==> config.mk <==
export PLATFORM = sky130hd
export DESIGN_NAME = scbf_core
export DESIGN_NICKNAME = d
export VERILOG_FILES = /design/src/hdl/scbf_pkg.sv /design/src/hdl/scbf_fifo.sv /design/src/hdl/scbf_core.sv
export VERILOG_INCLUDE_DIRS = /design/src /design/src/hdl
export SDC_FILE = /design/constraint.sdc
export NUM_CORES = 1
export LEC_CHECK = 0
export BUFFER_PORTS_ARGS = -buffer_cell sky130_fd_sc_hd__buf_4
export CAP_MARGIN = 20
export CORE_ASPECT_RATIO = 0.9
export CORE_MARGIN = 10
export CORE_UTILIZATION = 50
export DETAILED_ROUTE_END_ITERATION = 8
export GPL_ROUTABILITY_DRIVEN = 0
export HOLD_SLACK_MARGIN = 0.15
export PLACE_DENSITY = 0.69
export SYNTH_ARGS = -nofsm -noshare
export SYNTH_HDL_FRONTEND = slang
export SYNTH_SLANG_ARGS = --single-unit
==> constraint.sdc <==
create_clock -name clock_in -period 5 [get_ports clock_in]
set_clock_uncertainty 0.1 [all_clocks]
set_input_delay 0.25 -clock clock_in [delete_from_list [all_inputs] [get_ports clock_in]]
set_output_delay 0.25 -clock clock_in [all_outputs]
set_load 0.02 [all_outputs]
==> src/hdl/scbf_params.svh <==
// constants for the serial clock, buffer and flag block
`ifndef SCBF_PARAMS_SVH
`define SCBF_PARAMS_SVH
`define SCBF_MODE_IO 2'h0
`define SCBF_CSEL_TIMER 2'h0
`define SCBF_CSEL_BAUD 2'h1
`define SCBF_CSEL_SYS 2'h2
`define SCBF_CSEL_EXT 2'h3
`define SCBF_DPX_RX 2'h1
`define SCBF_DPX_TX 2'h2
`define SCBF_DPX_FULL 2'h3
`define SCBF_FIFO_DEPTH 8
`define SCBF_LIM_NONE 4'h0
`define SCBF_LIM_HALF 4'h2
`define SCBF_LIM_WHOLE 4'h4
`define SCBF_DIV_LAST 4'hf
`define SCBF_SAMPLE_AT 4'h7
`define SCBF_DIV_RST 4'h0
`define SCBF_BYTE_RST 8'h00
`endif

==> src/hdl/scbf_pkg.sv <==
// types shared by the serial clock, buffer and flag block
package scbf_pkg;
  typedef logic [1:0] scbf_code_type;
  typedef logic [7:0] scbf_byte_type;
  typedef logic [3:0] scbf_level_type;
endpackage : scbf_pkg

==> src/hdl/scbf_fifo.sv <==
// small fifo with a run-time usable depth limit
module scbf_fifo #(
  parameter int WIDTH = 8,
  parameter int DEPTH = 8
) (
  input wire logic clock_in,
  input wire logic rst_in,
  input wire logic flush_in,
  input wire logic [$clog2(DEPTH):0] limit_in,
  input wire logic in_valid_in,
  input wire logic [WIDTH-1:0] in_data_in,
  output logic in_ready_out,
  output logic out_valid_out,
  output logic [WIDTH-1:0] out_data_out,
  input wire logic out_ready_in,
  output logic [$clog2(DEPTH):0] level_out
);
  localparam int AW = $clog2(DEPTH);
  logic [WIDTH-1:0] mem [DEPTH];
  logic [AW-1:0] wr_ptr, rd_ptr, next_wr_ptr, next_rd_ptr;
  logic [AW:0] count, next_count;
  logic push, pop;

  // full is judged against the usable depth, not the storage depth
  assign in_ready_out = (count < limit_in);
  assign out_valid_out = (count != '0);
  assign out_data_out = mem[rd_ptr];
  assign level_out = count;
  assign push = in_valid_in & in_ready_out;
  assign pop = out_valid_out & out_ready_in;

  // pointer and count update
  always_comb
  begin
    next_wr_ptr = wr_ptr + AW'(push);
    next_rd_ptr = rd_ptr + AW'(pop);
    next_count = count + (AW+1)'(push) - (AW+1)'(pop);
    if (flush_in)
    begin
      next_wr_ptr = '0;
      next_rd_ptr = '0;
      next_count = '0;
    end
  end

  // registers; storage is not reset
  always_ff @(posedge clock_in)
  begin
    if (rst_in)
    begin
      wr_ptr <= '0;
      rd_ptr <= '0;
      count <= '0;
    end
    else
    begin
      wr_ptr <= next_wr_ptr;
      rd_ptr <= next_rd_ptr;
      count <= next_count;
    end
    if (push & ~flush_in)
    begin
      mem[wr_ptr] <= in_data_in;
    end
  end
endmodule : scbf_fifo

==> src/hdl/scbf_core.sv <==
// transfer clock selection, buffers, fifo split and status/error flags
`include "scbf_params.svh"

module scbf_core (
  input wire logic clock_in,
  input wire logic rst_in,
  input wire scbf_pkg::scbf_code_type mode_select_in,
  input wire logic io_clock_input_in,
  input wire logic edge_select_in,
  input wire scbf_pkg::scbf_code_type uart_clock_select_in,
  input wire logic double_buffer_in,
  input wire logic fifo_enable_in,
  input wire scbf_pkg::scbf_code_type duplex_select_in,
  input wire logic parity_enable_in,
  input wire logic parity_even_in,
  input wire logic baud_clock_in,
  input wire logic timer_match_in,
  input wire logic serial_clock_pin_in,
  input wire logic rx_pin_in,
  input wire logic rx_frame_done_in,
  input wire scbf_pkg::scbf_byte_type rx_frame_data_in,
  input wire logic rx_parity_bit_in,
  input wire logic rx_stop_bit_in,
  input wire logic rx_read_in,
  input wire logic status_read_in,
  input wire logic control_read_in,
  input wire logic rx_fifo_clear_in,
  input wire logic tx_fifo_clear_in,
  input wire logic tx_write_in,
  input wire scbf_pkg::scbf_byte_type tx_write_data_in,
  input wire logic tx_load_in,
  input wire logic tx_shift_idle_in,
  input wire logic transmit_buffer_clear_in,
  output logic tx_write_ready_out,
  output scbf_pkg::scbf_byte_type tx_shift_data_out,
  output scbf_pkg::scbf_byte_type rx_data_out,
  output logic serial_clock_pin_out,
  output logic serial_clock_pin_oe_out,
  output logic serial_shift_clock_out,
  output logic bit_tick_out,
  output logic prescaler_run_out,
  output logic rx_bit_out,
  output logic rx_bit_valid_out,
  output logic transmit_buffer_empty_flag_out,
  output logic receive_buffer_full_flag_out,
  output logic overrun_flag_out,
  output logic parity_underrun_flag_out,
  output logic framing_flag_out,
  output logic transmit_running_flag_out,
  output logic clock_stopped_out,
  output scbf_pkg::scbf_level_type rx_fifo_level_out,
  output scbf_pkg::scbf_level_type tx_fifo_level_out
);
  import scbf_pkg::*;

  logic clk_meta, clk_sync, clk_prev, rxd_meta, rxd_sync;
  logic baud_half, timer_ff, stop_prev;
  logic [2:0] rx_hist, next_rx_hist;
  logic rx_filt, next_rx_filt;
  logic [3:0] div_cnt, next_div_cnt;
  logic next_baud_half, next_timer_ff, next_shift_clock, next_bit_tick;
  logic next_rx_bit, next_rx_bit_valid;
  scbf_byte_type rx_buf, next_rx_buf, tx_buf, next_tx_buf;
  scbf_byte_type next_rx_data, next_tx_shift_data;
  logic rx_full, next_rx_full, tx_full, next_tx_full, tx_empty, next_tx_empty;
  logic ovr, next_ovr, per, next_per, fer, next_fer;
  logic io_mode, io_clk_out, rx_double, fifo_on, shift_tick, io_tick;
  logic clock_stop, rx_blocked, tx_starved, rx_move, tx_room;
  logic rx_pop, tx_pop, tx_push, tx_buf_write;
  scbf_level_type rx_lim, tx_lim;
  logic rxf_ready, rxf_valid, txf_ready, txf_valid;
  scbf_byte_type rxf_data, txf_data;

  // mode decode, buffering and fifo split
  assign io_mode = (mode_select_in == `SCBF_MODE_IO);
  assign io_clk_out = io_mode & ~io_clock_input_in;
  assign rx_double = double_buffer_in | ~io_clk_out;
  assign fifo_on = double_buffer_in & fifo_enable_in;
  always_comb
  begin
    rx_lim = `SCBF_LIM_NONE;
    tx_lim = `SCBF_LIM_NONE;
    if (fifo_on)
    begin
      unique case (duplex_select_in)
        `SCBF_DPX_RX: rx_lim = `SCBF_LIM_WHOLE;
        `SCBF_DPX_TX: tx_lim = `SCBF_LIM_WHOLE;
        `SCBF_DPX_FULL:
        begin
          rx_lim = `SCBF_LIM_HALF;
          tx_lim = `SCBF_LIM_HALF;
        end
        default: rx_lim = `SCBF_LIM_NONE;
      endcase
    end
  end

  // receive and transmit fifos
  scbf_fifo #(.WIDTH(8), .DEPTH(`SCBF_FIFO_DEPTH)) rx_fifo (
    .clock_in(clock_in), .rst_in(rst_in), .flush_in(rx_fifo_clear_in),
    .limit_in(rx_lim), .in_valid_in(rx_move), .in_data_in(rx_buf),
    .in_ready_out(rxf_ready), .out_valid_out(rxf_valid),
    .out_data_out(rxf_data), .out_ready_in(rx_pop), .level_out(rx_fifo_level_out)
  );
  scbf_fifo #(.WIDTH(8), .DEPTH(`SCBF_FIFO_DEPTH)) tx_fifo (
    .clock_in(clock_in), .rst_in(rst_in), .flush_in(tx_fifo_clear_in),
    .limit_in(tx_lim), .in_valid_in(tx_push), .in_data_in(tx_write_data_in),
    .in_ready_out(txf_ready), .out_valid_out(txf_valid),
    .out_data_out(txf_data), .out_ready_in(tx_pop), .level_out(tx_fifo_level_out)
  );

  // handshakes with fifos and cpu
  assign rx_move = fifo_on & rx_full;
  assign rx_blocked = rx_full & ~(rx_move & rxf_ready);
  assign tx_starved = tx_shift_idle_in & ~tx_full & ~txf_valid;
  assign clock_stop = io_clk_out & (rx_blocked | tx_starved);
  assign rx_pop = rx_read_in & fifo_on & rxf_valid;
  assign tx_room = double_buffer_in | tx_shift_idle_in;
  assign tx_buf_write = tx_write_in & ~tx_full & ~txf_valid & tx_room;
  assign tx_push = tx_write_in & fifo_on & ~tx_buf_write;
  assign tx_write_ready_out = (~tx_full & ~txf_valid & tx_room) | (fifo_on & txf_ready);
  assign tx_pop = txf_valid & (transmit_buffer_clear_in | (tx_load_in & tx_full));

  // transfer clock selection and the divide by sixteen
  assign io_tick = baud_clock_in & ~baud_half & ~clock_stop;
  always_comb
  begin
    next_baud_half = baud_half ^ (baud_clock_in & ~clock_stop);
    next_timer_ff = timer_ff ^ timer_match_in;
    shift_tick = 1'b0;
    if (io_clk_out)
      shift_tick = io_tick;
    else if (io_mode)
      shift_tick = edge_select_in ? (~clk_sync & clk_prev) : (clk_sync & ~clk_prev);
    else
    begin
      unique case (uart_clock_select_in)
        `SCBF_CSEL_TIMER: shift_tick = timer_match_in & ~timer_ff;
        `SCBF_CSEL_BAUD: shift_tick = baud_clock_in;
        `SCBF_CSEL_SYS: shift_tick = 1'b1;
        `SCBF_CSEL_EXT: shift_tick = clk_sync & ~clk_prev;
      endcase
    end
    next_shift_clock = shift_tick;
    next_div_cnt = div_cnt;
    next_bit_tick = 1'b0;
    next_rx_hist = rx_hist;
    next_rx_filt = rx_filt;
    next_rx_bit = rx_bit_out;
    next_rx_bit_valid = 1'b0;
    if (io_mode)
      next_div_cnt = `SCBF_DIV_RST;
    else if (shift_tick)
    begin
      next_div_cnt = div_cnt + 4'h1;
      next_bit_tick = (div_cnt == `SCBF_DIV_LAST);
      next_rx_hist = {rx_hist[1:0], rxd_sync};
      if (&rx_hist | ~|rx_hist)
        next_rx_filt = rx_hist[0];
      if (div_cnt == `SCBF_SAMPLE_AT)
      begin
        next_rx_bit = rx_filt;
        next_rx_bit_valid = 1'b1;
      end
    end
  end

  // buffers and flags
  always_comb
  begin
    next_rx_buf = rx_buf;
    next_rx_full = rx_full;
    next_rx_data = rx_data_out;
    next_tx_buf = tx_buf;
    next_tx_full = tx_full;
    next_tx_empty = tx_empty;
    next_tx_shift_data = tx_shift_data_out;
    next_ovr = ovr;
    next_per = per;
    next_fer = fer;
    if (rx_move & rxf_ready)
      next_rx_full = 1'b0;
    if (rx_read_in)
    begin
      next_rx_data = rx_pop ? rxf_data : rx_buf;
      if (~rx_pop)
        next_rx_full = 1'b0;
    end
    if (status_read_in)
      next_rx_full = 1'b0;
    if (control_read_in)
    begin
      next_ovr = 1'b0;
      next_per = 1'b0;
      next_fer = 1'b0;
    end
    if (rx_frame_done_in)
    begin
      if (rx_blocked & rx_double)
        next_ovr = 1'b1;
      else
      begin
        next_rx_buf = rx_frame_data_in;
        next_rx_full = 1'b1;
      end
      if (~io_mode & parity_enable_in & (^rx_frame_data_in ^ rx_parity_bit_in ^ ~parity_even_in))
        next_per = 1'b1;
      if (~io_mode & ~rx_stop_bit_in)
        next_fer = 1'b1;
    end
    if (io_mode & double_buffer_in)
    begin
      if (~io_clk_out & shift_tick & tx_starved)
        next_per = 1'b1;
      if (clock_stop & ~stop_prev & tx_starved)
        next_per = 1'b1;
    end
    if (transmit_buffer_clear_in)
    begin
      next_tx_full = txf_valid;
      next_tx_empty = ~txf_valid;
      next_tx_buf = txf_valid ? txf_data : tx_buf;
    end
    else if (tx_load_in & tx_full)
    begin
      next_tx_shift_data = tx_buf;
      next_tx_full = txf_valid;
      next_tx_empty = ~txf_valid;
      next_tx_buf = txf_valid ? txf_data : tx_buf;
    end
    else if (tx_buf_write)
    begin
      next_tx_buf = tx_write_data_in;
      next_tx_full = 1'b1;
      next_tx_empty = 1'b0;
    end
  end

  // registers
  always_ff @(posedge clock_in)
  begin
    if (rst_in)
    begin
      clk_meta <= 1'b1; // idle-high pin; no false edge after reset
      clk_sync <= 1'b1;
      clk_prev <= 1'b1;
      rxd_meta <= 1'b1;
      rxd_sync <= 1'b1;
      baud_half <= 1'b0;
      timer_ff <= 1'b0;
      stop_prev <= 1'b0;
      rx_hist <= 3'h7;
      rx_filt <= 1'b1;
      div_cnt <= `SCBF_DIV_RST;
      serial_shift_clock_out <= 1'b0;
      bit_tick_out <= 1'b0;
      rx_bit_out <= 1'b1;
      rx_bit_valid_out <= 1'b0;
      rx_buf <= `SCBF_BYTE_RST;
      rx_full <= 1'b0;
      rx_data_out <= `SCBF_BYTE_RST;
      tx_buf <= `SCBF_BYTE_RST;
      tx_full <= 1'b0;
      tx_empty <= 1'b1;
      tx_shift_data_out <= `SCBF_BYTE_RST;
      ovr <= 1'b0;
      per <= 1'b0;
      fer <= 1'b0;
      prescaler_run_out <= 1'b0;
      transmit_running_flag_out <= 1'b0;
    end
    else
    begin
      clk_meta <= serial_clock_pin_in;
      clk_sync <= clk_meta;
      clk_prev <= clk_sync;
      rxd_meta <= rx_pin_in;
      rxd_sync <= rxd_meta;
      baud_half <= next_baud_half;
      timer_ff <= next_timer_ff;
      stop_prev <= clock_stop;
      rx_hist <= next_rx_hist;
      rx_filt <= next_rx_filt;
      div_cnt <= next_div_cnt;
      serial_shift_clock_out <= next_shift_clock;
      bit_tick_out <= next_bit_tick;
      rx_bit_out <= next_rx_bit;
      rx_bit_valid_out <= next_rx_bit_valid;
      rx_buf <= next_rx_buf;
      rx_full <= next_rx_full;
      rx_data_out <= next_rx_data;
      tx_buf <= next_tx_buf;
      tx_full <= next_tx_full;
      tx_empty <= next_tx_empty;
      tx_shift_data_out <= next_tx_shift_data;
      ovr <= next_ovr;
      per <= next_per;
      fer <= next_fer;
      prescaler_run_out <= ~io_mode & (uart_clock_select_in == `SCBF_CSEL_BAUD);
      transmit_running_flag_out <= ~tx_shift_idle_in;
    end
  end

  // outputs straight from flops, except the clock pin enable decoded from the mode inputs
  assign serial_clock_pin_out = baud_half;
  assign serial_clock_pin_oe_out = io_clk_out;
  assign clock_stopped_out = stop_prev;
  assign transmit_buffer_empty_flag_out = tx_empty;
  assign receive_buffer_full_flag_out = rx_full;
  assign overrun_flag_out = ovr;
  assign parity_underrun_flag_out = per;
  assign framing_flag_out = fer;
endmodule : scbf_core

==> flow_metrics.env <==
export IMPL_crit_fanout=8
export IMPL_crit_buf_inv=0
export IMPL_slowest_delay_ns=0.58
export IMPL_yosysSeqAreaShare_pct=63.3
export IMPL_final_antenna_net_count=0
export IMPL_cp_cell_sequence="ha_1, or2_2, a2111oi_4, or3b_1, nor2_1"
export IMPL_design_area_um2=10500
export IMPL_place_ws_ns=1.75
export IMPL_setup_tns_ns=0
export IMPL_fin_nets=786
export IMPL_drc_errors=0
export IMPL_ys_ff_latch=208
export IMPL_worstSkewPairLatency_ns=0.50
export IMPL_crit_arrival_ns=2.92
export IMPL_die_x_um=158
export IMPL_clk_pin_slew_ns=0.06
export IMPL_cts_htree_levels=1
export IMPL_dp_cells=859
export IMPL_power_frac_clock_pct=38.1
export IMPL_area_growth_pct=22.5
export IMPL_whs_ns=0.159
export IMPL_syn_nets=656
export IMPL_drv_slew=0
export IMPL_min_path_cells=3
export IMPL_path_class="flip-flop to flip-flop"
export IMPL_clock_fmax_ghz=0.346
export IMPL_dieArea_um2=22800
export IMPL_hold_path_endpoint="clock_stopped_out"
export IMPL_ys_top_cells_by_area="edfxtp_1 45%, dfxtp_1 19%, mux4_2 6.0%, mux2i_1 3.6%, ha_1 3.2%"
export IMPL_track_usage_pct=17.8
export IMPL_port_buffers=84
export IMPL_grt_remaining_overflow=0
export IMPL_clockBufferDepth=3
export IMPL_stdcell_count=943
export IMPL_grt_pass1_wl_um=31400
export IMPL_slew_headroom_pct=28.2
export IMPL_place_detailed_hpwl_um=13800
export IMPL_crit_path_top_delay_cell="nor2_1"
export IMPL_cts_resized=0
export IMPL_num_antenna_cells=0
export IMPL_core_area_um2=16900
export IMPL_synth_largest_area_cell="edfxtp_1"
export IMPL_grt_pass1_vias=5493
export IMPL_timing_max_cap_violations=0
export IMPL_power_density_nw_per_um2=390
export IMPL_internal_power_mw=3.10
export IMPL_synth_cells=586
export IMPL_finalSetupViolCount=0
export IMPL_swShare_pct=24.7
export IMPL_drive_gt1_share_pct=24.0
export IMPL_drt_iter0_drc=390
export IMPL_tightest_slew_ns=1.07
export IMPL_cts_tree="yes"
export IMPL_hold_path_class="primary input to flip-flop"
export IMPL_r2r_start="rx_fifo.level_out[2]"
export IMPL_ys_types=65
export IMPL_synth_ff_type="edfxtp_1"
export IMPL_start_util_pct=50.9
export IMPL_netlist_area_um2=8600
export IMPL_vias_per_cell=5.69
export IMPL_hold_start="io_clock_input_in"
export IMPL_power_leakage_nw=3.94
export IMPL_cts_root_buf="clkbuf_16"
export IMPL_seq_area_um2=5450
export IMPL_dr_pass1_iters=5
export IMPL_cp_end_kind="flip-flop"
export IMPL_die_y_um=144
export IMPL_fin_crit_sh_pct=57.8
export IMPL_antenna_found_initial=0
export IMPL_crit_required_ns=5.03
export IMPL_post_dp_cell_area_um2=9380
export IMPL_io_pins=85
export IMPL_grt_max_degree=65
export IMPL_startpoint_type="flip-flop"
export IMPL_fillers=1232
export IMPL_r2r_cells=5
export IMPL_postCtsHoldBufs=39
export IMPL_p_seq_share_pct=47.2
export IMPL_vias=5362
export IMPL_vdd_drop_max_uv=207
export IMPL_combPwrFrac_pct=14.8
export IMPL_clock_sinks=208
export IMPL_period_minus_slack_ns=2.89
export IMPL_p_switching_mw=1.01
export IMPL_r2r_end="rx_fifo.mem[4][5]"
export IMPL_synth_top_area_share_pct=44.7
export IMPL_post_cts_repair_setup_buffers=0
export IMPL_rows=45
export IMPL_async_flop_share_pct=0
export IMPL_wl_per_cell_um=21.1
export IMPL_critPathTopFamily="simple AND/OR/NAND/NOR gates"
export IMPL_cts_buffers=22
export IMPL_multi_input_area_um2=2930
export IMPL_drt_total_wl_um=19900
export IMPL_reg2reg_slack_ns=2.11
export IMPL_hold_viol_final=0
export IMPL_rsz0062_at_grt="no"
export IMPL_final_setup_worst_slack_ns=2.11
export IMPL_status="completed"
export IMPL_yosysWarningCount=0
export IMPL_synth_edf_count=128
export IMPL_avgSynthCellArea_um2=14.7
## layer usage
metal	vias up	GRT usage, %	part of all wire (%)
met3	25	4.42	9.7
met2	227	27.0	44
met4	0	3.75	1.5
met5	-	0	0
li1	2468	-	-
met1	2642	25.4	44
## logic make-up (layout without fill, tap and decap cells)
group / count (synthesis) / count (layout) / synth area share (%)
flops: 208 / 208 / 63.3
fa+ha+maj: 24 / 24 / 3.67
compound gates: 63 / 63 / 6.08
buf+inv: 49 / 195 / 2.68
xor+xnor: 18 / 18 / 1.83
simple gates: 155 / 155 / 9.40
mux: 69 / 69 / 13.0
## stage by stage
| step | power [mW] | util, % |
|---|---|---|
| final | 4.11 | 62.4 |
| after global routing | 4.28 | 62.4 |
| after CTS | 4.13 | 62.0 |
| after detailed placement | 2.54 | 55.5 |
| after global placement | 2.52 | 55.5 |
| after floorplan | 2.33 | - |
## power by group through the flow
stage	sequential, mW	combinational (mW)	clock [mW]
2_1_floorplan	1.98	0.352	0
3_3_place_gp	1.98	0.536	0
3_5_place_dp	1.98	0.556	0
4_1_cts	1.95	0.589	1.59
5_1_grt	1.95	0.673	1.66
6_report	1.94	0.606	1.56
## cell type report
| class | count | share of cell area, % |
|---|---|---|
| sequential | 208 | 51.7 |
| inverter | 25 | 0.891 |
| clock inverter | 9 | 0.677 |
| clock buffer | 31 | 6.03 |
| tap | 211 | 2.51 |
| multi-input combinational | 329 | 27.8 |
| timing repair buffer | 130 | 10.4 |
## cells in the mapped netlist, drive strengths merged, types with 3 or more instances
cell type	number
edfxtp	128
dfxtp	80
nor2	63
mux2i	31
mux4	31
inv	25
ha	22
nand2	15
xnor2	15
clkbuf	14
a21oi	12
and2	11
nand2b	11
a221oi	10
buf	10
nor2b	9
nor3	9
o21ai	9
mux2	7
nand3b	7
or2	7
o221a	4
or3	4
a211o	3
a21o	3
nand3	3
nand4b	3
nor3b	3
o31ai	3
xor2	3
## worst max path at each step
stage / start / to / slack [ns] / cells past startpoint
floorplan: double_buffer_in / rx_fifo.mem[2][0] / 2.40 / 7
global placement: duplex_select_in[1] / rx_fifo.mem[1][4] / 1.87 / 7
detailed placement: duplex_select_in[1] / rx_fifo.mem[1][7] / 1.75 / 7
CTS: rx_fifo.level_out[2] / rx_fifo.mem[1][3] / 1.95 / 5
global route: rx_fifo.level_out[2] / rx_fifo.mem[2][0] / 1.95 / 5
finish: rx_fifo.level_out[2] / rx_fifo.mem[4][5] / 2.11 / 5
## tightest hold or removal path, cell delays in order
cell	delay (ns)
buf_4	0.09
or3_1	0.28
a211oi_1	0.07
## state kept, by name, summed over array words and instances, names as in the netlist, 4 cells and up
| signal | cells |
|---|---|
| rx_fifo.mem | 64 |
| tx_fifo.mem | 64 |
| rx_buf | 8 |
| rx_data_out | 8 |
| tx_buf | 8 |
| tx_shift_data_out | 8 |
| div_cnt | 4 |
| rx_fifo.level_out | 4 |
| tx_fifo.level_out | 4 |
## cells in the final DEF (no fill, tap or decap), drive strengths merged, types with 2 or more instances in the layout
master       netlist  routed
or3                4       4
o21ai              9       9
nand3              3       3
nor4b              2       2
mux2i             31      31
edfxtp           128     128
a211o              3       3
o211ai             2       2
o221a              4       4
a2111oi            2       2
o2111ai            2       2
nor2b              9       9
dfxtp             80      80
or2                7       7
mux2               7       7
ha                22      22
o221ai             2       2
clkbuf            14      33
nand2b            11      11
dlygate4sd3        0      39
a21oi             12      12
buf               10      89
mux4              31      31
nor3b              3       3
nand4b             3       3
nand4              2       2
nor3               9       9
nand2             15      15
xnor2             15      15
inv               25      25
and2              11      11
nor2              63      63
clkinv             0       7
a221oi            10      10
nand3b             7       7
a31oi              2       2
fa                 2       2
xor2               3       3
a21o               3       3
o31ai              3       3
Note: power is estimated with default switching activity, not from simulation.
